### src/rtl/dols_defs.svh
`ifndef DOLS_DEFS_SVH
`define DOLS_DEFS_SVH

// Lower-half selector codes
`define DOLS_LO_RESET      5'h00
`define DOLS_LO_I8         5'h03
`define DOLS_LO_I8_SIDE    5'h04
`define DOLS_LO_I8_X2      5'h05
`define DOLS_LO_I7         5'h09
`define DOLS_LO_I6         5'h0D
`define DOLS_LO_I6_SIDE    5'h0E
`define DOLS_LO_I6_X2      5'h0F
`define DOLS_LO_I6_X4      5'h10
`define DOLS_LO_I16        5'h11
`define DOLS_LO_I16_X2     5'h12
`define DOLS_LO_BF16       5'h13
`define DOLS_LO_BF16_X2    5'h14
`define DOLS_LO_BF16_ALT   5'h15
`define DOLS_LO_FP16       5'h16
`define DOLS_LO_FP16_X2    5'h17
`define DOLS_LO_FP16_ALT   5'h18
`define DOLS_LO_FP24       5'h19
`define DOLS_LO_FP24_X2    5'h1A
`define DOLS_LO_I7_X2      5'h1B
`define DOLS_LO_I7_X4      5'h1C

// Upper-half selector codes beyond the shared ones
`define DOLS_HI_RESET      6'h00
`define DOLS_HI_I8_6       6'h23
`define DOLS_HI_I8_SIDE8   6'h24
`define DOLS_HI_I8_X4      6'h25
`define DOLS_HI_I7_X2S     6'h29
`define DOLS_HI_I6_X2S     6'h2D
`define DOLS_HI_I6_SIDE2   6'h2E
`define DOLS_HI_I16_SPLIT  6'h31
`define DOLS_HI_BF16_SPLIT 6'h33
`define DOLS_HI_BF16_CMP   6'h35
`define DOLS_HI_FP16_SPLIT 6'h36
`define DOLS_HI_FP16_CMP   6'h38
`define DOLS_HI_FP24_SPLIT 6'h39
`define DOLS_HI_FP24_CMP   6'h3A

// Mantissa width field encodings
`define DOLS_MW_8          3'b000
`define DOLS_MW_16         3'b001
`define DOLS_MW_3          3'b011
`define DOLS_MW_4          3'b100
`define DOLS_MW_6          3'b110
`define DOLS_MW_7          3'b111

// Operand lane positions
`define DOLS_L16_0_LSB     0
`define DOLS_L16_1_LSB     16
`define DOLS_L16_2_LSB     32
`define DOLS_L16_3_LSB     48
`define DOLS_L24_0_LSB     0
`define DOLS_L24_1_LSB     24
`define DOLS_L24_2_LSB     48

// Value 1.0 in 24-bit float: sign 0, biased exponent 127, mantissa 0
`define DOLS_FP24_ONE      24'h3F8000
`define DOLS_EXP_RESET     8'h00

`endif

### src/rtl/dols_pkg.sv
package dols_pkg;

    // Operand arrangement selected by both halves together
    typedef enum logic [3:0] {
        DOLS_LAY_NONE     = 4'h0,
        DOLS_LAY_SHARED   = 4'h1,
        DOLS_LAY_F16_ONE  = 4'h2,
        DOLS_LAY_F16_SPL  = 4'h3,
        DOLS_LAY_F16_X2   = 4'h4,
        DOLS_LAY_F16_ALT  = 4'h5,
        DOLS_LAY_F16_CMP  = 4'h6,
        DOLS_LAY_F24_ONE  = 4'h7,
        DOLS_LAY_F24_SPL  = 4'h8,
        DOLS_LAY_F24_X2   = 4'h9,
        DOLS_LAY_F24_CMP  = 4'hA
    } dols_layout_t;

    typedef enum logic [2:0] {
        DOLS_W8  = 3'b000,
        DOLS_W16 = 3'b001,
        DOLS_W3  = 3'b011,
        DOLS_W4  = 3'b100,
        DOLS_W6  = 3'b110,
        DOLS_W7  = 3'b111
    } dols_width_t;

endpackage : dols_pkg

### src/rtl/dols_unit_cfg.sv
`include "dols_defs.svh"

// Per product unit: registers the enable and width field, flags legality
module dols_unit_cfg
(
    // Clock and reset
    input  wire logic        clk_i,
    input  wire logic        reset_n_i,
    // Configuration
    input  wire logic        shared_exponent_enable_i,
    input  wire logic [2:0]  mantissa_width_field_i,
    // Registered state
    output logic             shared_mode_o,
    output dols_pkg::dols_width_t width_o,
    output logic             width_valid_o
);
    import dols_pkg::*;

    logic        shared_q;
    dols_width_t width_q;
    logic        valid_q;

    function automatic logic width_legal(input logic [2:0] w);
        case (w)
            `DOLS_MW_8, `DOLS_MW_16, `DOLS_MW_3,
            `DOLS_MW_4, `DOLS_MW_6, `DOLS_MW_7: width_legal = 1'b1;
            default:                            width_legal = 1'b0;
        endcase
    endfunction : width_legal

    // Enable 0 means ordinary float, 1 means shared exponent
    always_ff @(posedge clk_i or negedge reset_n_i) begin
        if (!reset_n_i) begin
            shared_q <= 1'b0;
        end else begin
            shared_q <= shared_exponent_enable_i;
        end
    end

    // Unlisted widths fall back to 8x8 and raise the flag low
    always_ff @(posedge clk_i or negedge reset_n_i) begin
        if (!reset_n_i) begin
            width_q <= DOLS_W8;
            valid_q <= 1'b1;
        end else begin
            valid_q <= width_legal(mantissa_width_field_i);
            width_q <= width_legal(mantissa_width_field_i) ? dols_width_t'(mantissa_width_field_i) : DOLS_W8;
        end
    end

    assign shared_mode_o = shared_q;
    assign width_o       = width_q;
    assign width_valid_o = valid_q;

    property p_width_track;
        @(posedge clk_i) disable iff (!reset_n_i)
        width_legal(mantissa_width_field_i) |=> (width_o == $past(mantissa_width_field_i));
    endproperty
    a_width_track: assert property (p_width_track) else $error("width field not taken");

    property p_enable_track;
        @(posedge clk_i) disable iff (!reset_n_i)
        shared_exponent_enable_i |=> shared_mode_o;
    endproperty
    a_enable_track: assert property (p_enable_track) else $error("shared enable not taken");

endmodule : dols_unit_cfg

### src/rtl/dols_lane_select.sv
`include "dols_defs.svh"

// How it works
// - Lower selector decodes 8-bit shared codes 03, 04, 05.
// - Lower selector decodes 7- and 6-bit codes; resets to 00.
// - Upper selector takes shared codes plus each with bit 5 set (23, 24, 25, 29, 2D, 2E, 31 and the rest).
// - First unit: enable 0 ordinary float, 1 shared exponent; default 0.
// - Second unit likewise with its own independent enable.
// - First width field picks 8,16,3,4,6,7-bit multipliers; default 000.
// - Second width field uses same encoding, set independently.
// - Two product units: a times b, and c times d.
// - Three-operand modes force d to 1.0.
// - Shared mode scales each group by its two shared exponents.
module dols_lane_select
(
    // Clock and reset
    input  wire logic        clk_i,
    input  wire logic        reset_n_i,
    // Selector settings
    input  wire logic [4:0]  lower_select_i,
    input  wire logic [5:0]  upper_select_i,
    input  wire logic        first_shared_exponent_enable_i,
    input  wire logic [2:0]  first_mantissa_width_field_i,
    input  wire logic        second_shared_exponent_enable_i,
    input  wire logic [2:0]  second_mantissa_width_field_i,
    // Operand buses and side exponent
    input  wire logic [71:0] mult_a_low_i,
    input  wire logic [71:0] mult_b_low_i,
    input  wire logic [71:0] mult_a_high_i,
    input  wire logic [71:0] mult_b_high_i,
    input  wire logic [7:0]  side_exponent_i,
    // Selected operands to product units
    output logic [23:0]      first_op_a_o,
    output logic [23:0]      first_op_b_o,
    output logic [23:0]      second_op_c_o,
    output logic [23:0]      second_op_d_o,
    output logic             d_forced_one_o,
    output logic             narrow_exp_o,
    // Shared-exponent controls
    output logic             first_shared_mode_o,
    output logic             second_shared_mode_o,
    output dols_pkg::dols_width_t first_width_o,
    output dols_pkg::dols_width_t second_width_o,
    output logic [7:0]       shared_exp_ea_o,
    output logic [7:0]       shared_exp_eb_o,
    output logic [7:0]       shared_exp_ec_o,
    output logic [7:0]       shared_exp_ed_o,
    // Status
    output dols_pkg::dols_layout_t layout_o,
    output logic             select_valid_o
);
    import dols_pkg::*;

    // ****************************************************************
    // Decode
    // ****************************************************************
    dols_layout_t lay_d, lay_q;
    logic         side_eb_d, side_ed_d;
    logic         narrow_d;

    function automatic logic [23:0] lane16(input logic [71:0] bus, input int lsb);
        lane16 = {bus[lsb +: 16], 8'h00};
    endfunction : lane16

    function automatic logic lo_shared(input logic [4:0] s);
        case (s)
            `DOLS_LO_I8, `DOLS_LO_I8_SIDE, `DOLS_LO_I8_X2, `DOLS_LO_I7,
            `DOLS_LO_I6, `DOLS_LO_I6_SIDE, `DOLS_LO_I6_X2, `DOLS_LO_I6_X4,
            `DOLS_LO_I7_X2, `DOLS_LO_I7_X4, `DOLS_LO_I16, `DOLS_LO_I16_X2: lo_shared = 1'b1;
            default: lo_shared = 1'b0;
        endcase
    endfunction : lo_shared

    always_comb begin
        lay_d     = DOLS_LAY_NONE;
        side_eb_d = 1'b0;
        side_ed_d = 1'b0;
        narrow_d  = 1'b0;
        if (lo_shared(lower_select_i) &&
            ((upper_select_i == {1'b0, lower_select_i}) ||
             (upper_select_i == {1'b1, lower_select_i}))) begin
            lay_d     = DOLS_LAY_SHARED;
            side_eb_d = (lower_select_i == `DOLS_LO_I8_SIDE) || (lower_select_i == `DOLS_LO_I6_SIDE)
                     || (lower_select_i == `DOLS_LO_I16);
            side_ed_d = side_eb_d && upper_select_i[5];
        end else begin
            case ({lower_select_i, upper_select_i})
                {`DOLS_LO_BF16, 6'h13}, {`DOLS_LO_FP16, 6'h16}:   lay_d = DOLS_LAY_F16_ONE;
                {`DOLS_LO_BF16, `DOLS_HI_BF16_SPLIT},
                {`DOLS_LO_FP16, `DOLS_HI_FP16_SPLIT}:             lay_d = DOLS_LAY_F16_SPL;
                {`DOLS_LO_BF16_X2, 6'h14}, {`DOLS_LO_FP16_X2, 6'h17}: lay_d = DOLS_LAY_F16_X2;
                {`DOLS_LO_BF16_ALT, 6'h15}, {`DOLS_LO_FP16_ALT, 6'h18}: lay_d = DOLS_LAY_F16_ALT;
                {`DOLS_LO_BF16_ALT, `DOLS_HI_BF16_CMP},
                {`DOLS_LO_FP16_ALT, `DOLS_HI_FP16_CMP}:           lay_d = DOLS_LAY_F16_CMP;
                {`DOLS_LO_FP24, 6'h19}:                           lay_d = DOLS_LAY_F24_ONE;
                {`DOLS_LO_FP24, `DOLS_HI_FP24_SPLIT}:             lay_d = DOLS_LAY_F24_SPL;
                {`DOLS_LO_FP24_X2, 6'h1A}:                        lay_d = DOLS_LAY_F24_X2;
                {`DOLS_LO_FP24_X2, `DOLS_HI_FP24_CMP}:            lay_d = DOLS_LAY_F24_CMP;
                default:                                          lay_d = DOLS_LAY_NONE;
            endcase
            narrow_d = (lower_select_i == `DOLS_LO_FP16) || (lower_select_i == `DOLS_LO_FP16_X2)
                    || (lower_select_i == `DOLS_LO_FP16_ALT);
        end
    end

    // ****************************************************************
    // Configuration registers
    // ****************************************************************
    logic [4:0] lo_sel_q;

    // Unlisted pairs decode to no layout; operand outputs then read zero
    always_ff @(posedge clk_i or negedge reset_n_i) begin
        if (!reset_n_i) begin
            lay_q    <= DOLS_LAY_NONE;
            lo_sel_q <= `DOLS_LO_RESET;
        end else begin
            lay_q    <= lay_d;
            lo_sel_q <= lower_select_i;
        end
    end

    logic side_eb_q, side_ed_q, narrow_q;
    always_ff @(posedge clk_i or negedge reset_n_i) begin
        if (!reset_n_i) begin
            side_eb_q <= 1'b0;
            side_ed_q <= 1'b0;
            narrow_q  <= 1'b0;
        end else begin
            side_eb_q <= side_eb_d;
            side_ed_q <= side_ed_d;
            narrow_q  <= narrow_d;
        end
    end

    logic first_wv, second_wv;

    dols_unit_cfg u_first_cfg (
        .clk_i                    (clk_i),
        .reset_n_i                (reset_n_i),
        .shared_exponent_enable_i (first_shared_exponent_enable_i),
        .mantissa_width_field_i   (first_mantissa_width_field_i),
        .shared_mode_o            (first_shared_mode_o),
        .width_o                  (first_width_o),
        .width_valid_o            (first_wv)
    );

    dols_unit_cfg u_second_cfg (
        .clk_i                    (clk_i),
        .reset_n_i                (reset_n_i),
        .shared_exponent_enable_i (second_shared_exponent_enable_i),
        .mantissa_width_field_i   (second_mantissa_width_field_i),
        .shared_mode_o            (second_shared_mode_o),
        .width_o                  (second_width_o),
        .width_valid_o            (second_wv)
    );

    // ****************************************************************
    // Operand routing
    // ****************************************************************
    logic [23:0] a_d, b_d, c_d, d_d;
    logic        one_d;

    always_comb begin
        a_d   = 24'h000000;
        b_d   = 24'h000000;
        c_d   = 24'h000000;
        d_d   = 24'h000000;
        one_d = 1'b0;
        case (lay_d)
            DOLS_LAY_F16_ONE: begin
                a_d = lane16(mult_a_low_i, `DOLS_L16_0_LSB);
                b_d = lane16(mult_b_low_i, `DOLS_L16_1_LSB);
                c_d = lane16(mult_a_high_i, `DOLS_L16_2_LSB);
                d_d = `DOLS_FP24_ONE;
                one_d = 1'b1;
            end
            DOLS_LAY_F16_SPL: begin
                a_d = lane16(mult_a_low_i, `DOLS_L16_0_LSB);
                b_d = lane16(mult_b_low_i, `DOLS_L16_1_LSB);
                c_d = lane16(mult_a_high_i, `DOLS_L16_0_LSB);
                d_d = lane16(mult_b_high_i, `DOLS_L16_1_LSB);
            end
            DOLS_LAY_F16_X2: begin
                a_d = lane16(mult_a_low_i, `DOLS_L16_0_LSB);
                b_d = lane16(mult_b_low_i, `DOLS_L16_1_LSB);
                c_d = lane16(mult_a_high_i, `DOLS_L16_2_LSB);
                d_d = lane16(mult_b_high_i, `DOLS_L16_3_LSB);
            end
            DOLS_LAY_F16_ALT: begin
                a_d = lane16(mult_a_low_i, `DOLS_L16_0_LSB);
                b_d = lane16(mult_b_low_i, `DOLS_L16_0_LSB);
                c_d = lane16(mult_a_high_i, `DOLS_L16_1_LSB);
                d_d = lane16(mult_b_high_i, `DOLS_L16_1_LSB);
            end
            DOLS_LAY_F16_CMP: begin
                a_d = lane16(mult_a_low_i, `DOLS_L16_0_LSB);
                b_d = lane16(mult_b_low_i, `DOLS_L16_0_LSB);
                c_d = lane16(mult_a_high_i, `DOLS_L16_0_LSB);
                d_d = lane16(mult_b_high_i, `DOLS_L16_0_LSB);
            end
            DOLS_LAY_F24_ONE: begin
                a_d = mult_a_low_i[`DOLS_L24_0_LSB +: 24];
                b_d = mult_b_low_i[`DOLS_L24_1_LSB +: 24];
                c_d = mult_a_high_i[`DOLS_L24_2_LSB +: 24];
                d_d = `DOLS_FP24_ONE;
                one_d = 1'b1;
            end
            DOLS_LAY_F24_SPL: begin
                a_d = mult_a_low_i[`DOLS_L24_0_LSB +: 24];
                b_d = mult_b_low_i[`DOLS_L24_1_LSB +: 24];
                c_d = mult_a_high_i[`DOLS_L24_0_LSB +: 24];
                d_d = mult_b_high_i[`DOLS_L24_1_LSB +: 24];
            end
            DOLS_LAY_F24_X2: begin
                a_d = mult_a_low_i[`DOLS_L24_0_LSB +: 24];
                b_d = mult_b_low_i[`DOLS_L24_0_LSB +: 24];
                c_d = mult_a_high_i[`DOLS_L24_1_LSB +: 24];
                d_d = mult_b_high_i[`DOLS_L24_1_LSB +: 24];
            end
            DOLS_LAY_F24_CMP: begin
                a_d = mult_a_low_i[`DOLS_L24_0_LSB +: 24];
                b_d = mult_b_low_i[`DOLS_L24_0_LSB +: 24];
                c_d = mult_a_high_i[`DOLS_L24_0_LSB +: 24];
                d_d = mult_b_high_i[`DOLS_L24_0_LSB +: 24];
            end
            default: begin
                a_d = 24'h000000;
            end
        endcase
    end

    // Product units see registered operands: a*b first, c*d second
    always_ff @(posedge clk_i or negedge reset_n_i) begin
        if (!reset_n_i) begin
            first_op_a_o   <= 24'h000000;
            first_op_b_o   <= 24'h000000;
            second_op_c_o  <= 24'h000000;
            second_op_d_o  <= 24'h000000;
            d_forced_one_o <= 1'b0;
        end else begin
            first_op_a_o   <= a_d;
            first_op_b_o   <= b_d;
            second_op_c_o  <= c_d;
            second_op_d_o  <= d_d;
            d_forced_one_o <= one_d;
        end
    end

    // ****************************************************************
    // Shared exponents
    // ****************************************************************
    // Exponent byte sits at the top byte of each bus; side input replaces eb/ed
    always_ff @(posedge clk_i or negedge reset_n_i) begin
        if (!reset_n_i) begin
            shared_exp_ea_o <= `DOLS_EXP_RESET;
            shared_exp_eb_o <= `DOLS_EXP_RESET;
            shared_exp_ec_o <= `DOLS_EXP_RESET;
            shared_exp_ed_o <= `DOLS_EXP_RESET;
        end else begin
            shared_exp_ea_o <= mult_a_low_i[71:64];
            shared_exp_eb_o <= side_eb_d ? side_exponent_i : mult_b_low_i[71:64];
            shared_exp_ec_o <= mult_a_high_i[71:64];
            shared_exp_ed_o <= side_ed_d ? side_exponent_i : mult_b_high_i[71:64];
        end
    end

    assign layout_o       = lay_q;
    assign narrow_exp_o   = narrow_q;
    assign select_valid_o = (lay_q != DOLS_LAY_NONE) && first_wv && second_wv;

    // ****************************************************************
    // Checks
    // ****************************************************************
    property p_d_one;
        @(posedge clk_i) disable iff (!reset_n_i)
        d_forced_one_o |-> (second_op_d_o == `DOLS_FP24_ONE) && (layout_o inside {DOLS_LAY_F16_ONE, DOLS_LAY_F24_ONE});
    endproperty
    a_d_one: assert property (p_d_one) else $error("d not forced to one");

    property p_f24_single;
        @(posedge clk_i) disable iff (!reset_n_i)
        (lower_select_i == `DOLS_LO_FP24 && upper_select_i == 6'h19)
        |=> (second_op_c_o == $past(mult_a_high_i[71:48])) && d_forced_one_o;
    endproperty
    a_f24_single: assert property (p_f24_single) else $error("fp24 single c lane wrong");

    property p_f16_x2;
        @(posedge clk_i) disable iff (!reset_n_i)
        (lower_select_i == `DOLS_LO_BF16_X2 && upper_select_i == 6'h14)
        |=> (second_op_d_o[23:8] == $past(mult_b_high_i[63:48]));
    endproperty
    a_f16_x2: assert property (p_f16_x2) else $error("x2 d lane wrong");

    property p_cmp;
        @(posedge clk_i) disable iff (!reset_n_i)
        (lower_select_i == `DOLS_LO_FP24_X2 && upper_select_i == `DOLS_HI_FP24_CMP)
        |=> (first_op_b_o == $past(mult_b_low_i[23:0])) && !d_forced_one_o;
    endproperty
    a_cmp: assert property (p_cmp) else $error("compact b lane wrong");

    property p_side_exp;
        @(posedge clk_i) disable iff (!reset_n_i)
        (lower_select_i == `DOLS_LO_I8_SIDE && upper_select_i == `DOLS_HI_I8_SIDE8)
        |=> (shared_exp_eb_o == $past(side_exponent_i)) && (shared_exp_ed_o == $past(side_exponent_i));
    endproperty
    a_side_exp: assert property (p_side_exp) else $error("side exponent not used");

    property p_shared_decode;
        @(posedge clk_i) disable iff (!reset_n_i)
        (lower_select_i inside {`DOLS_LO_I8_X2, `DOLS_LO_I7_X4}) && (upper_select_i == {1'b0, lower_select_i})
        |=> (layout_o == DOLS_LAY_SHARED);
    endproperty
    a_shared_decode: assert property (p_shared_decode) else $error("shared code not decoded");

    property p_upper_extra;
        @(posedge clk_i) disable iff (!reset_n_i)
        (lower_select_i == `DOLS_LO_I8 && upper_select_i == `DOLS_HI_I8_6)
        ##1 (lower_select_i == `DOLS_LO_I7 && upper_select_i == `DOLS_HI_I7_X2S)
        |=> (layout_o == DOLS_LAY_SHARED) && $stable(layout_o);
    endproperty
    a_upper_extra: assert property (p_upper_extra) else $error("upper shared code missed");

    property p_reset_sel;
        @(posedge clk_i) disable iff (!reset_n_i)
        (lo_sel_q == `DOLS_LO_RESET) |-> (layout_o == DOLS_LAY_NONE) && !select_valid_o;
    endproperty
    a_reset_sel: assert property (p_reset_sel) else $error("default selector not idle");

    property p_indep;
        @(posedge clk_i) disable iff (!reset_n_i)
        (first_shared_exponent_enable_i && !second_shared_exponent_enable_i)
        |=> first_shared_mode_o && !second_shared_mode_o;
    endproperty
    a_indep: assert property (p_indep) else $error("enables not independent");

endmodule : dols_lane_select

### config.mk
export PLATFORM = sky130hd
export DESIGN_NAME = dols_lane_select
export DESIGN_NICKNAME = d
export VERILOG_FILES = /design/src/rtl/dols_pkg.sv /design/src/rtl/dols_unit_cfg.sv /design/src/rtl/dols_lane_select.sv
export VERILOG_INCLUDE_DIRS = /design/src /design/src/rtl
export SDC_FILE = /design/constraint.sdc
export NUM_CORES = 1
export LEC_CHECK = 0
export BUFFER_PORTS_ARGS = -buffer_cell sky130_fd_sc_hd__buf_2
export CAP_MARGIN = 20
export CORE_AREA = 4 4 178 180
export CTS_CLUSTER_DIAMETER = 200
export CTS_CLUSTER_SIZE = 20
export DETAILED_ROUTE_END_ITERATION = 10
export DIE_AREA = 0 0 182 184
export PLACE_DENSITY = 0.5
export SETUP_SLACK_MARGIN = 0.3
export SYNTH_ARGS = -nofsm -noshare
export SYNTH_HDL_FRONTEND = slang
export SYNTH_SLANG_ARGS = --single-unit
### constraint.sdc
create_clock -name clk_i -period 0.83 [get_ports clk_i]
set_input_delay 0.083 -clock clk_i [delete_from_list [all_inputs] [get_ports clk_i]]
set_output_delay 0.083 -clock clk_i [all_outputs]
set_load 0.005 [all_outputs]
# After elaboration in Yosys (flattened, before gate mapping)
# Memory sizes are Yosys's and may differ from the RTL's.
# Cells that the tools add are included.
# Widths: inputs -> output; s select.
# totals
mem_bits_ro	32
output_inout_bits	143
memories	1
input_bits	317
regBits	144
# classes
mux	16
n_eq_ne	41
reduce_logical	31
# mem_list
memory	depth	width	read_ports	rd_clocked_by_memory_dff	write_ports	line	source
(no name shown)	32	1	1	0	0	dols_lane_select.sv:66	case (s)
# ops
op	count
$pmux 24 s6	2
$eq 11x11->1 const B	14
$pmux 24 s4	1
$pmux 24 s2	1
$pmux 4 s9	1
$reduce_or 2->1	14
$eq 5x5->1 const B	4
$eq 3x3->1 const B	6
$eq 4x3->1 const B	4
$mux 8	2
$eq 4x4->1 const B	3
$reduce_or 6->1	2
$eq 4x2->1 const B	2
$eq 3x1->1 const B	2
$eq 3x2->1 const B	2
$eq 6x5->1	1
$eq 6x6->1	1
$logic_not 3->1	2
$mux 1	6
$mux 3	2
$eq 5x3->1 const B	1
$eq 5x4->1 const B	1
$logic_or 1x1->1	5
$reduce_or 5->1	1
other kinds (5)	8

# Depth between registers and ports, before layout
# Gate-level depths: netlist of the first run.
# logic_depth
word_depth	7
mapped_depth	8
ltp_nobuf	5

# Cells and area by module
# A second synthesis of the first run with hierarchy kept.
# unflattened
hier_cells	525
hier_area_um2	6412.4
# by_module_without_submodules
mod	n_inst	cells_per_inst	area_each_um2
dols_lane_select	1	501	6079.6
dols_unit_cfg	2	12	166.4

# Least setup slack after synthesis of the first run
# OpenSTA, ideal clock, no wires.
# synth_timing
kind	input to register
start	input port upper_select_i[0]
end	register first_op_b_o[10]
t_arrival_ps	1487
path_buffers	3
path_stages	8
path_slack_ps	-782
setup_time_ps	126
cell_sequence	buf_6 > and4_1 > o211ai_4 > nor2_4 > buf_6 > a21o_4 > buf_6 > a221o_1
# synth_via
elab_chain_len	7
# synth_lines
element	line	source
start: declaration	dols_lane_select.sv:21	input wire logic [5:0] upper_select_i,
$eq 11x11->1, or another cell as far along	dols_lane_select.sv:87	case ({lower_select_i, upper_select_i})
$reduce_or 2->1 or $logic_or 1x1->1 (tied branches)	dols_lane_select.sv:87, dols_lane_select.sv:80	
$pmux 4 s9 or $logic_and 1x1->1 (tied branches)	dols_lane_select.sv:87, dols_lane_select.sv:79	
$mux 4 (*)	dols_lane_select.sv:79	if (lo_shared(lower_select_i) &&
$eq 4x3->1, or another cell as far along	dols_lane_select.sv:169	case (lay_d)
$reduce_or 3->1 (no source line) or $reduce_or 2->1 (tied branches)	-	
$pmux 24 s4 (*)	dols_lane_select.sv:169	
named net b_d[10]	dols_lane_select.sv:160	logic [23:0] a_d, b_d, c_d, d_d;
end signal: assignment	dols_lane_select.sv:236	first_op_b_o <= 24'h000000;
end signal: assignment	dols_lane_select.sv:242	first_op_b_o <= b_d;
end: declaration	dols_lane_select.sv:34	output logic [23:0] first_op_b_o,
# Mark *: on every way through the listed nets, which the timed path passes. The rest lies on a longest branch.

# Worst setup path in the final report of the first run
# layout_timing
start	register lay_q[1], in the netlist layout_o[1]
end	output port select_valid_o
# layout_via
elab_chain_len	3
# layout_lines
element	line	source
start: declaration	dols_lane_select.sv:57	dols_layout_t lay_d, lay_q;
start signal: assignment	dols_lane_select.sv:117	lay_q <= lay_d;
$reduce_bool 4->1	dols_lane_select.sv:269	assign select_valid_o = (lay_q != DOLS_LAY_NONE) && first_wv && second_wv;
$logic_and 1x1->1 (2 in a row)	dols_lane_select.sv:269	
end: declaration	dols_lane_select.sv:50	output logic select_valid_o
# Every way passes these cells.

==> impl_metrics.env, run 1 <==
export IMPL_routed_via_count=7181
export IMPL_worst_hold_slack_ps=-461.8
export IMPL_nets=1432
export IMPL_yosys_top_cells_count="dfrtp_1, inv_1, a22o_1"
export IMPL_dr_pass1_iters=10
export IMPL_ys_types=65
export IMPL_ys_warn_count=0
export IMPL_use_met3_pct=4.214
export IMPL_path_clk_slew_ps=60
export IMPL_die_h_um=184
export IMPL_routed_via_density=4.703
export IMPL_synth_top_cell_by_area="dfrtp_1"
export IMPL_max_freq_mhz=686.9
export IMPL_grt_first_pass_wirelength_um=49310
export IMPL_outcome="finished with violations"
export IMPL_period_minus_slack_ps=1456
export IMPL_ys_seq_area_share_pct=55.11
export IMPL_pwr_density_cell_nw_per_um2=1443
export IMPL_violations="negative hold slack, negative setup slack"
export IMPL_synth_cell_area_um2=6544
export IMPL_syn_num_nets=863
export IMPL_wl_per_cell_um=22.24
export IMPL_cts_tree="done"
export IMPL_dp_cells=1407
export IMPL_syn_inst=546
export IMPL_drc_errors=0
export IMPL_fin_total_pwr_mw=18.20
export IMPL_grt_util_met2_pct=34.38
export IMPL_synth_seq_cells=144
export IMPL_worstSetupPathType="reg -> out"
export IMPL_synthDominantCellAreaShare_pct=54.30
export IMPL_peakVddDrop_mv=1.377
export IMPL_globalplace_congestion=0.8583
export IMPL_die_w_um=182
export IMPL_cts_root_buf="clkbuf_16"
export IMPL_ant_nets=0
export IMPL_synth_area_leaders="dfrtp_1, a22o_1, a222oi_1"
export IMPL_dieArea_um2=33490
export IMPL_critPathMaxFanout=2
export IMPL_crit_required_ps=750
export IMPL_cts_sinks=144
export IMPL_hold_viol_final=264
export IMPL_hold_class="in -> async"
export IMPL_fin_crit_sh_pct=175.4
export IMPL_end_kind="primary output"
export IMPL_worst_setup_path_start_kind="register"
export IMPL_grt_pass1_vias=7604
export IMPL_synth_area_per_cell_um2=11.98
export IMPL_gr_usage_met1_pct=24.73
export IMPL_slew_viol_final=0
export IMPL_synth_most_common_cell="dfrtp_1"
export IMPL_worstMarginPinSlew_ps=504.7
export IMPL_start_util_pct=21.68
export IMPL_setup_ws_ps=-625.7
export IMPL_layout_drive_gt1_share_pct=64.10
export IMPL_slew_headroom_pct=66.23
export IMPL_gr_total_overflow=0
export IMPL_htreeDepth=4
export IMPL_cts_hold_buf=19
export IMPL_routed_wl_um=33960
export IMPL_ios=460
export IMPL_antenna_found_initial=4
export IMPL_core_um2=30190
export IMPL_p_leak_nw=6.557
export IMPL_gr_usage_all_layers_pct=19.76
export IMPL_maxCapViolCount=0
export IMPL_io_buffer_count=403
export IMPL_grt_max_degree=30
export IMPL_drt_iter0_markers=600
export IMPL_synthArstFlopShare_pct=100.0
export IMPL_dpl_hpwl_um=24730
export IMPL_fin_cells=1527
export IMPL_synth_edf_count=0
export IMPL_rsz0062_at_grt="yes"
export IMPL_arrival_ps=1370
export IMPL_clock_path_buffers=2
export IMPL_cts_buffers=17
export IMPL_ys_flop_type="dfrtp_1"
export IMPL_syn2layout_area_growth_pct=92.79
export IMPL_row_count=64
export IMPL_grt_most_used_layer="met2"
export IMPL_finalSetupViolCount=260
export IMPL_num_fill_cells=2934
## area by class of cell
cell class / instances / area (um2) / area share [%]
diodes: 3 / 7.507 / 0.05951
clock buffers: 18 / 439.2 / 3.481
clock inverters: 14 / 226.5 / 1.795
inverters: 65 / 244.0 / 1.934
multi-input cells: 308 / 3238 / 25.67
flip-flops and latches: 144 / 3606 / 28.58
well taps: 396 / 495.5 / 3.927
repair buffers: 579 / 4359 / 34.55
## per-layer routing
layer | routed length (um) | up-vias | part of all wire, %
met1 | 13530 | 3566 | 40
li1 | - | 3262 | -
met5 | 12 | - | 0.035
met4 | 695 | 2 | 2.0
met2 | 17540 | 304 | 52
met3 | 2177 | 47 | 6.4
## stage by stage
stage / util, % / setup WS, ps / cell area (um2) / TNS, ps
finish: 41.79 / -625.7 / 12620 / -81110
floorplan: - / -746.2 / 6953 / -65300
global placement: 33.31 / -1142 / 10050 / -103970
CTS: 41.37 / -670.2 / 12490 / -75220
global route: 41.79 / -702.8 / 12620 / -90720
detailed placement: 33.31 / -1117 / 10050 / -105280
## critical path, cell delays in order (launching register included)
cell     delay (ps)
dfrtp_1         370
nor4_1          280
buf_4           160
nor2_1           30
buf_2           120
## placed cells by master, fill, tap and decap left out, drive strengths merged, types with 7 or more instances in the layout
| cell | count |
|---|---|
| mux2 | 16 |
| o21ai | 7 |
| dlygate4sd3 | 17 |
| o211ai | 19 |
| inv | 70 |
| and2 | 11 |
| nand2 | 22 |
| buf | 561 |
| a221o | 16 |
| o221ai | 16 |
| a22o | 50 |
| nor2 | 20 |
| dfrtp | 142 |
| clkbuf | 19 |
| a21oi | 15 |
| a221oi | 8 |
| nand3 | 9 |
| a222oi | 28 |
| and3 | 10 |
| o32ai | 8 |
## power by group
group          internal [mW]  switching [mW]  leakage, nW
combinational           1.18            1.10         4.32
clock                   5.48            3.26        0.324
sequential              7.15          0.0343         1.91
total                   13.8            4.39         6.56
## logic make-up after synthesis
family	after synthesis	share of synthesized area [%]
muxes	16	2.753
and+or+nand+nor	100	9.924
DFF	144	55.11
AOI/OAI and AO/OA	183	25.01
xor gates and xnor gates	3	0.4016
buffers and inverters	100	6.807
## final timing paths
path,start,endpoint,slack [ps],cells past startpoint
setup / recovery,layout_o[1]$_DFF_PN0_,select_valid_o,-630,4
hold / removal,reset_n_i,u_first_cfg.width_o[2]$_DFF_PN0_,-460,1
max in group asynchronous,reset_n_i,shared_exp_eb_o[6]$_DFF_PN0_,800,2
min in group clk_i,second_mantissa_width_field_i[1],u_second_cfg.width_valid_o$_DFF_PN1_,-190,2
## repair_timing
item | CTS | global route
pin swaps | 67 | 39
cloned | 20 | 0
gates resized for setup | 162 | 22
endpoints found under the setup margin | 261 | 269
endpoints found under the hold margin | 282 | 264
setup buffers | 42 | 6
## flip-flops by register name, indices dropped and copies added, names as in the netlist, 4 cells and up
register and cells:
first_op_a_o 24, first_op_b_o 24, second_op_c_o 24, second_op_d_o 24, shared_exp_ea_o 8, shared_exp_eb_o 8, shared_exp_ec_o 8, shared_exp_ed_o 8
layout_o 4
(Power assumes the default switching activity.)
==> inputs of run 2 (changes only) <==
--- a/config.mk
+++ b/config.mk
@@ -8,12 +8,15 @@
 export LEC_CHECK = 0
 export BUFFER_PORTS_ARGS = -buffer_cell sky130_fd_sc_hd__buf_2
 export CAP_MARGIN = 20
-export CORE_AREA = 4 4 178 180
+export CELL_PAD_IN_SITES_DETAIL_PLACEMENT = 1
+export CELL_PAD_IN_SITES_GLOBAL_PLACEMENT = 2
+export CORE_ASPECT_RATIO = 1.25
+export CORE_MARGIN = 4
+export CORE_UTILIZATION = 21
 export CTS_CLUSTER_DIAMETER = 200
 export CTS_CLUSTER_SIZE = 20
 export DETAILED_ROUTE_END_ITERATION = 10
-export DIE_AREA = 0 0 182 184
-export PLACE_DENSITY = 0.5
+export PLACE_DENSITY = 0.78
 export SETUP_SLACK_MARGIN = 0.3
 export SYNTH_ARGS = -nofsm -noshare
 export SYNTH_HDL_FRONTEND = slang
==> constraint.sdc (replaced) <==
create_clock -name clk_i -period 1.3 [get_ports clk_i]
set_input_delay 0.13 -clock clk_i [delete_from_list [all_inputs] [get_ports clk_i]]
set_output_delay 0.13 -clock clk_i [all_outputs]
set_load 0.005 [all_outputs]
==> run 2 against run 1 <==
Effect of this change: the run ends with negative setup slack left; core utilization increased by 5.7 points; critical path depth increased by 3; sequential cell count unchanged; hold slack improved by 480 ps; global-route usage increased by 3.1 points; non-clock buffer count increased by 204; cell count increased by 14%; wire length increased by 23%; largest power group unchanged.
==> impl_metrics.env, run 2 (synthesis gave the netlist of run 1 again) <==
export IMPL_outcome="finished with violations"
export IMPL_violations="negative setup slack"
export IMPL_max_freq_mhz=711.4
export IMPL_core_um2=30810
export IMPL_dr_pass1_iters=9
export IMPL_slew_viol_final=0
export IMPL_gr_usage_all_layers_pct=22.89
export IMPL_drc_errors=0
export IMPL_worstMarginPinSlew_ps=554.9
export IMPL_fin_cells=1739
export IMPL_arrival_ps=1680
export IMPL_fin_tns_setup_ps=-1013
export IMPL_critPathMaxFanout=6
export IMPL_cts_tree="done"
export IMPL_fin_total_pwr_mw=11.44
export IMPL_gr_total_overflow=0
export IMPL_fin_crit_sh_pct=108.1
export IMPL_mostFrequentLayoutCell="buf_2"
export IMPL_finalSetupViolCount=25
export IMPL_layout_drive_gt1_share_pct=54.89
export IMPL_hold_class="in -> reg"
export IMPL_slew_headroom_pct=63.01
export IMPL_rsz0062_at_grt="yes"
export IMPL_cts_sinks=144
export IMPL_pwr_density_cell_nw_per_um2=782.7
export IMPL_ios=460
export IMPL_routed_wl_um=41760
export IMPL_die_h_um=205.4
export IMPL_hold_viol_final=0
export IMPL_multi_input_area_um2=3264
export IMPL_period_minus_slack_ps=1406
export IMPL_start_util_pct=21.24
export IMPL_grt_pass1_vias=9604
export IMPL_nets=1632
export IMPL_num_fill_cells=3393
export IMPL_fin_util_pct=47.45
export IMPL_path_clk_slew_ps=70
export IMPL_die_w_um=165.9
export IMPL_routed_via_count=8491
export IMPL_regArea_um2=3606
export IMPL_peakVddDrop_mv=0.6553
export IMPL_worstSetupPathType="in -> reg"
export IMPL_end_kind="register"
export IMPL_crit_required_ps=1570
export IMPL_grt_first_pass_wirelength_um=59980
export IMPL_globalplace_congestion=0.8701
export IMPL_dieArea_um2=34070
export IMPL_dpl_hpwl_um=25390
export IMPL_syn2layout_area_growth_pct=123.4
export IMPL_drt_iter0_markers=591
export IMPL_htreeDepth=4
export IMPL_grt_max_degree=36
export IMPL_clock_path_buffers=2
export IMPL_io_buffer_count=403
export IMPL_row_count=72
export IMPL_maxCapViolCount=0
export IMPL_setup_ws_ps=-105.7
export IMPL_antenna_found_initial=4
export IMPL_ant_nets=0
export IMPL_cts_root_buf="clkbuf_16"
export IMPL_routed_via_density=4.883
export IMPL_cts_buffers=17
export IMPL_p_leak_nw=7.341
export IMPL_worst_setup_path_start_kind="input port"
export IMPL_wl_per_cell_um=24.01
export IMPL_dp_cells=1417
export IMPL_final_cell_mix="buf_2, dlygate4sd3_1, dfrtp_1"
[run 2: changes by cell type in the layout (fill, tap and decap cells not counted), sizes merged]
cell         before  now
clkbuf           19   23
o21ai             7    6
dlygate4sd3      17  214
inv              70   72
diode             3    4
clkinv            3    6
buf             561  564
bufinv            5    0
o211a             4    1
[run 2: routing by layer]
metal	track usage, %	vias to the layer above	share of wire, %
met3	4.804	144	4.4
met1	25.02	4249	36
li1	-	3646	-
met5	0	-	0
met4	10.52	0	4.7
met2	42.48	452	55
[run 2: through the flow]
step           cell area (um2)  worst slack [ps]  hold WS (ps)
2_1_floorplan             6944            -323.2        -165.6
3_3_place_gp             10080            -500.3         49.66
3_5_place_dp             10080            -582.5         49.82
4_1_cts                  13930            -144.7        -11.24
5_1_grt                  14620            -169.9         9.995
6_report                 14620            -105.7         20.53
[run 2: report_power, final]
part,internal [mW],total (mW),switching [mW]
sequential,4.56,4.59,0.0279
combinational,1.13,2.00,0.869
clock,2.57,4.85,2.28
total,8.26,11.4,3.18
[run 2: critical path, cell delays in order]
cell,delay [ps]
buf_8,100
buf_6,140
and4b_1,210
o211a_4,220
buf_6,160
a222oi_1,490
o221ai_4,200
[run 2: worst paths after layout]
path / start / to / depth (start not counted)
worst max-delay path: upper_select_i[3] / second_op_c_o[14]$_DFF_PN0_ / 7
max in group asynchronous: reset_n_i / first_op_a_o[18]$_DFF_PN0_ / 3
worst min-delay path: mult_a_high_i[64] / second_op_c_o[16]$_DFF_PN0_ / 3
min in group asynchronous: reset_n_i / u_first_cfg.width_o[1]$_DFF_PN0_ / 2
[run 2: layout make-up]
type / count / share of cell area (%)
antenna: 4 / 0.06847
clock buffer: 18 / 3.004
clock inverter: 14 / 0.8473
inverter: 65 / 1.669
multi-input combinational: 304 / 22.33
sequential: 144 / 24.67
tap: 407 / 3.483
timing repair buffer: 783 / 43.93
[run 2: repair_timing]
action                                  in CTS  in global routing
endpoints found under the setup margin     259                259
gates cloned                                13                  4
endpoints found under the hold margin      282                  1
hold buffers                               214                  1
resized for setup                          133                 63
setup buffers                               29                 26
pin swaps                                   80                 85
==> inputs of run 3 (changes only) <==
--- a/config.mk
+++ b/config.mk
@@ -17,7 +17,9 @@
 export CTS_CLUSTER_SIZE = 20
 export DETAILED_ROUTE_END_ITERATION = 10
 export PLACE_DENSITY = 0.78
+export REMOVE_ABC_BUFFERS = 1
 export SETUP_SLACK_MARGIN = 0.3
+export SLEW_MARGIN = 20
 export SYNTH_ARGS = -nofsm -noshare
 export SYNTH_HDL_FRONTEND = slang
 export SYNTH_SLANG_ARGS = --single-unit
==> run 3 against run 2 <==
Effect of this change: the run still ends with negative setup slack left; worst setup slack got worse by 74 ps; maximum frequency down 5.0%; global-route usage decreased by 0.77 points; critical path depth fell by 4; non-clock buffer count up 3; wire length shrank 3.2%; hold slack worse by 5.7 ps; sequential power about the same; clock power grew 8.2%; core utilization down 0.26 points; combinational power barely moved; highest routed layer unchanged.
==> impl_metrics.env, run 3 (synthesis gave the netlist of run 1 again) <==
export IMPL_rsz0062_at_grt="yes"
export IMPL_outcome="finished with violations"
export IMPL_clock_path_buffers=2
export IMPL_hold_viol_final=0
export IMPL_antenna_found_initial=8
export IMPL_fin_cells=1746
export IMPL_fin_total_pwr_mw=11.82
export IMPL_maxCapViolCount=0
export IMPL_pwr_density_cell_nw_per_um2=813.3
export IMPL_die_w_um=165.9
export IMPL_gr_usage_met1_pct=23.92
export IMPL_grt_most_used_layer="met2"
export IMPL_gr_usage_all_layers_pct=22.13
export IMPL_start_util_pct=21.24
export IMPL_wl_per_cell_um=23.16
export IMPL_worst_hold_slack_ps=14.81
export IMPL_globalplace_congestion=0.8632
export IMPL_syn2layout_area_growth_pct=122.2
export IMPL_p_leak_nw=7.316
export IMPL_critPathMaxFanout=2
export IMPL_max_freq_mhz=675.7
export IMPL_routed_via_density=4.718
export IMPL_routed_wl_um=40430
export IMPL_worstSetupPathType="reg -> out"
export IMPL_drc_errors=0
export IMPL_fin_area_um2=14540
export IMPL_cts_tree="done"
export IMPL_setup_ws_ps=-179.9
export IMPL_dpl_hpwl_um=23390
export IMPL_final_cell_mix="buf_2, dlygate4sd3_1, dfrtp_1"
export IMPL_cts_sinks=144
export IMPL_dr_pass1_iters=5
export IMPL_path_clk_slew_ps=70
export IMPL_arrival_ps=1350
export IMPL_use_met3_pct=4.497
export IMPL_grt_max_degree=34
export IMPL_ios=460
export IMPL_end_kind="primary output"
export IMPL_grt_pass1_vias=9451
export IMPL_crit_required_ps=1170
export IMPL_grt_util_met2_pct=41.33
export IMPL_regArea_um2=3607
export IMPL_nets=1635
export IMPL_placed_area_um2=9691
export IMPL_slew_viol_final=0
export IMPL_finalSetupViolCount=62
export IMPL_drt_iter0_markers=587
export IMPL_routed_via_count=8238
export IMPL_htreeDepth=4
export IMPL_pre_cts_ws_ps=-654.6
export IMPL_worst_setup_path_start_kind="register"
export IMPL_worstMarginPinSlew_ps=563.9
export IMPL_hold_class="in -> reg"
export IMPL_row_count=72
export IMPL_ant_nets=0
export IMPL_layout_drive_gt1_share_pct=55.30
export IMPL_core_um2=30810
export IMPL_fin_crit_sh_pct=113.8
export IMPL_gr_total_overflow=0
export IMPL_slew_headroom_pct=62.41
export IMPL_peakVddDrop_mv=0.6133
export IMPL_grt_first_pass_wirelength_um=57580
export IMPL_cts_buffers=17
export IMPL_io_buffer_count=403
export IMPL_period_minus_slack_ps=1480
export IMPL_mostFrequentLayoutCell="buf_2"
export IMPL_dieArea_um2=34070
export IMPL_num_fill_cells=3360
export IMPL_cts_root_buf="clkbuf_16"
export IMPL_multi_input_area_um2=3243
export IMPL_violations="negative setup slack"
export IMPL_dp_cells=1406
export IMPL_die_h_um=205.4
==> run 3: cell type report <==
type,instances,area share [%]
clock inverters,13,1.222
inverters,65,1.704
flip-flops and latches,144,24.81
clock buffers,19,3.046
diodes,8,0.1377
multi-input cells,304,22.31
repair buffers,786,43.27
well taps,407,3.503
==> run 3: critical path, cell delays in order, from the launching register on <==
cell	delay (ps)
dfrtp_1	390
nor4_2	300
nor2_1	90
buf_2	140
==> run 3: what timing repair did <==
item | CTS | global route
hold buffers | 209 | 1
setup buffers | 52 | 25
gates cloned | 12 | 1
resized for setup | 197 | 67
setup endpoints to repair | 258 | 260
endpoints found under the hold margin | 281 | 1
pin swaps | 101 | 70
==> run 3: worst paths after layout <==
kind                       slack (ps)                      endpoint  cells after the start             startpoint
max in group asynchronous         560    second_op_c_o[3]$_DFF_PN0_                      3              reset_n_i
setup / recovery                 -180                select_valid_o                      3  layout_o[3]$_DFF_PN0_
min in group asynchronous         190  shared_exp_ec_o[7]$_DFF_PN0_                      2              reset_n_i
hold / removal                     10    second_op_c_o[8]$_DFF_PN0_                      3       mult_a_high_i[8]
==> run 3: stage by stage <==
step / util (%) / setup TNS (ps)
after floorplan: - / -30880
after global routing: 47.19 / -5495
after CTS: 45.11 / -186.1
after global placement: 31.45 / -41190
final: 47.19 / -3215
after detailed placement: 31.45 / -46150
==> run 3: routing by layer <==
layer / vias up / part of all wire, %
met4: 0 / 3.8
met1: 4101 / 36
met3: 105 / 4.8
li1: 3653 / -
met2: 379 / 55
met5: - / 0
==> run 3: report_power, final <==
group	total [mW]	switching [mW]	internal, mW
Clock	5.25	2.14	3.12
Sequential	4.59	0.0268	4.56
Combinational	1.98	0.852	1.13
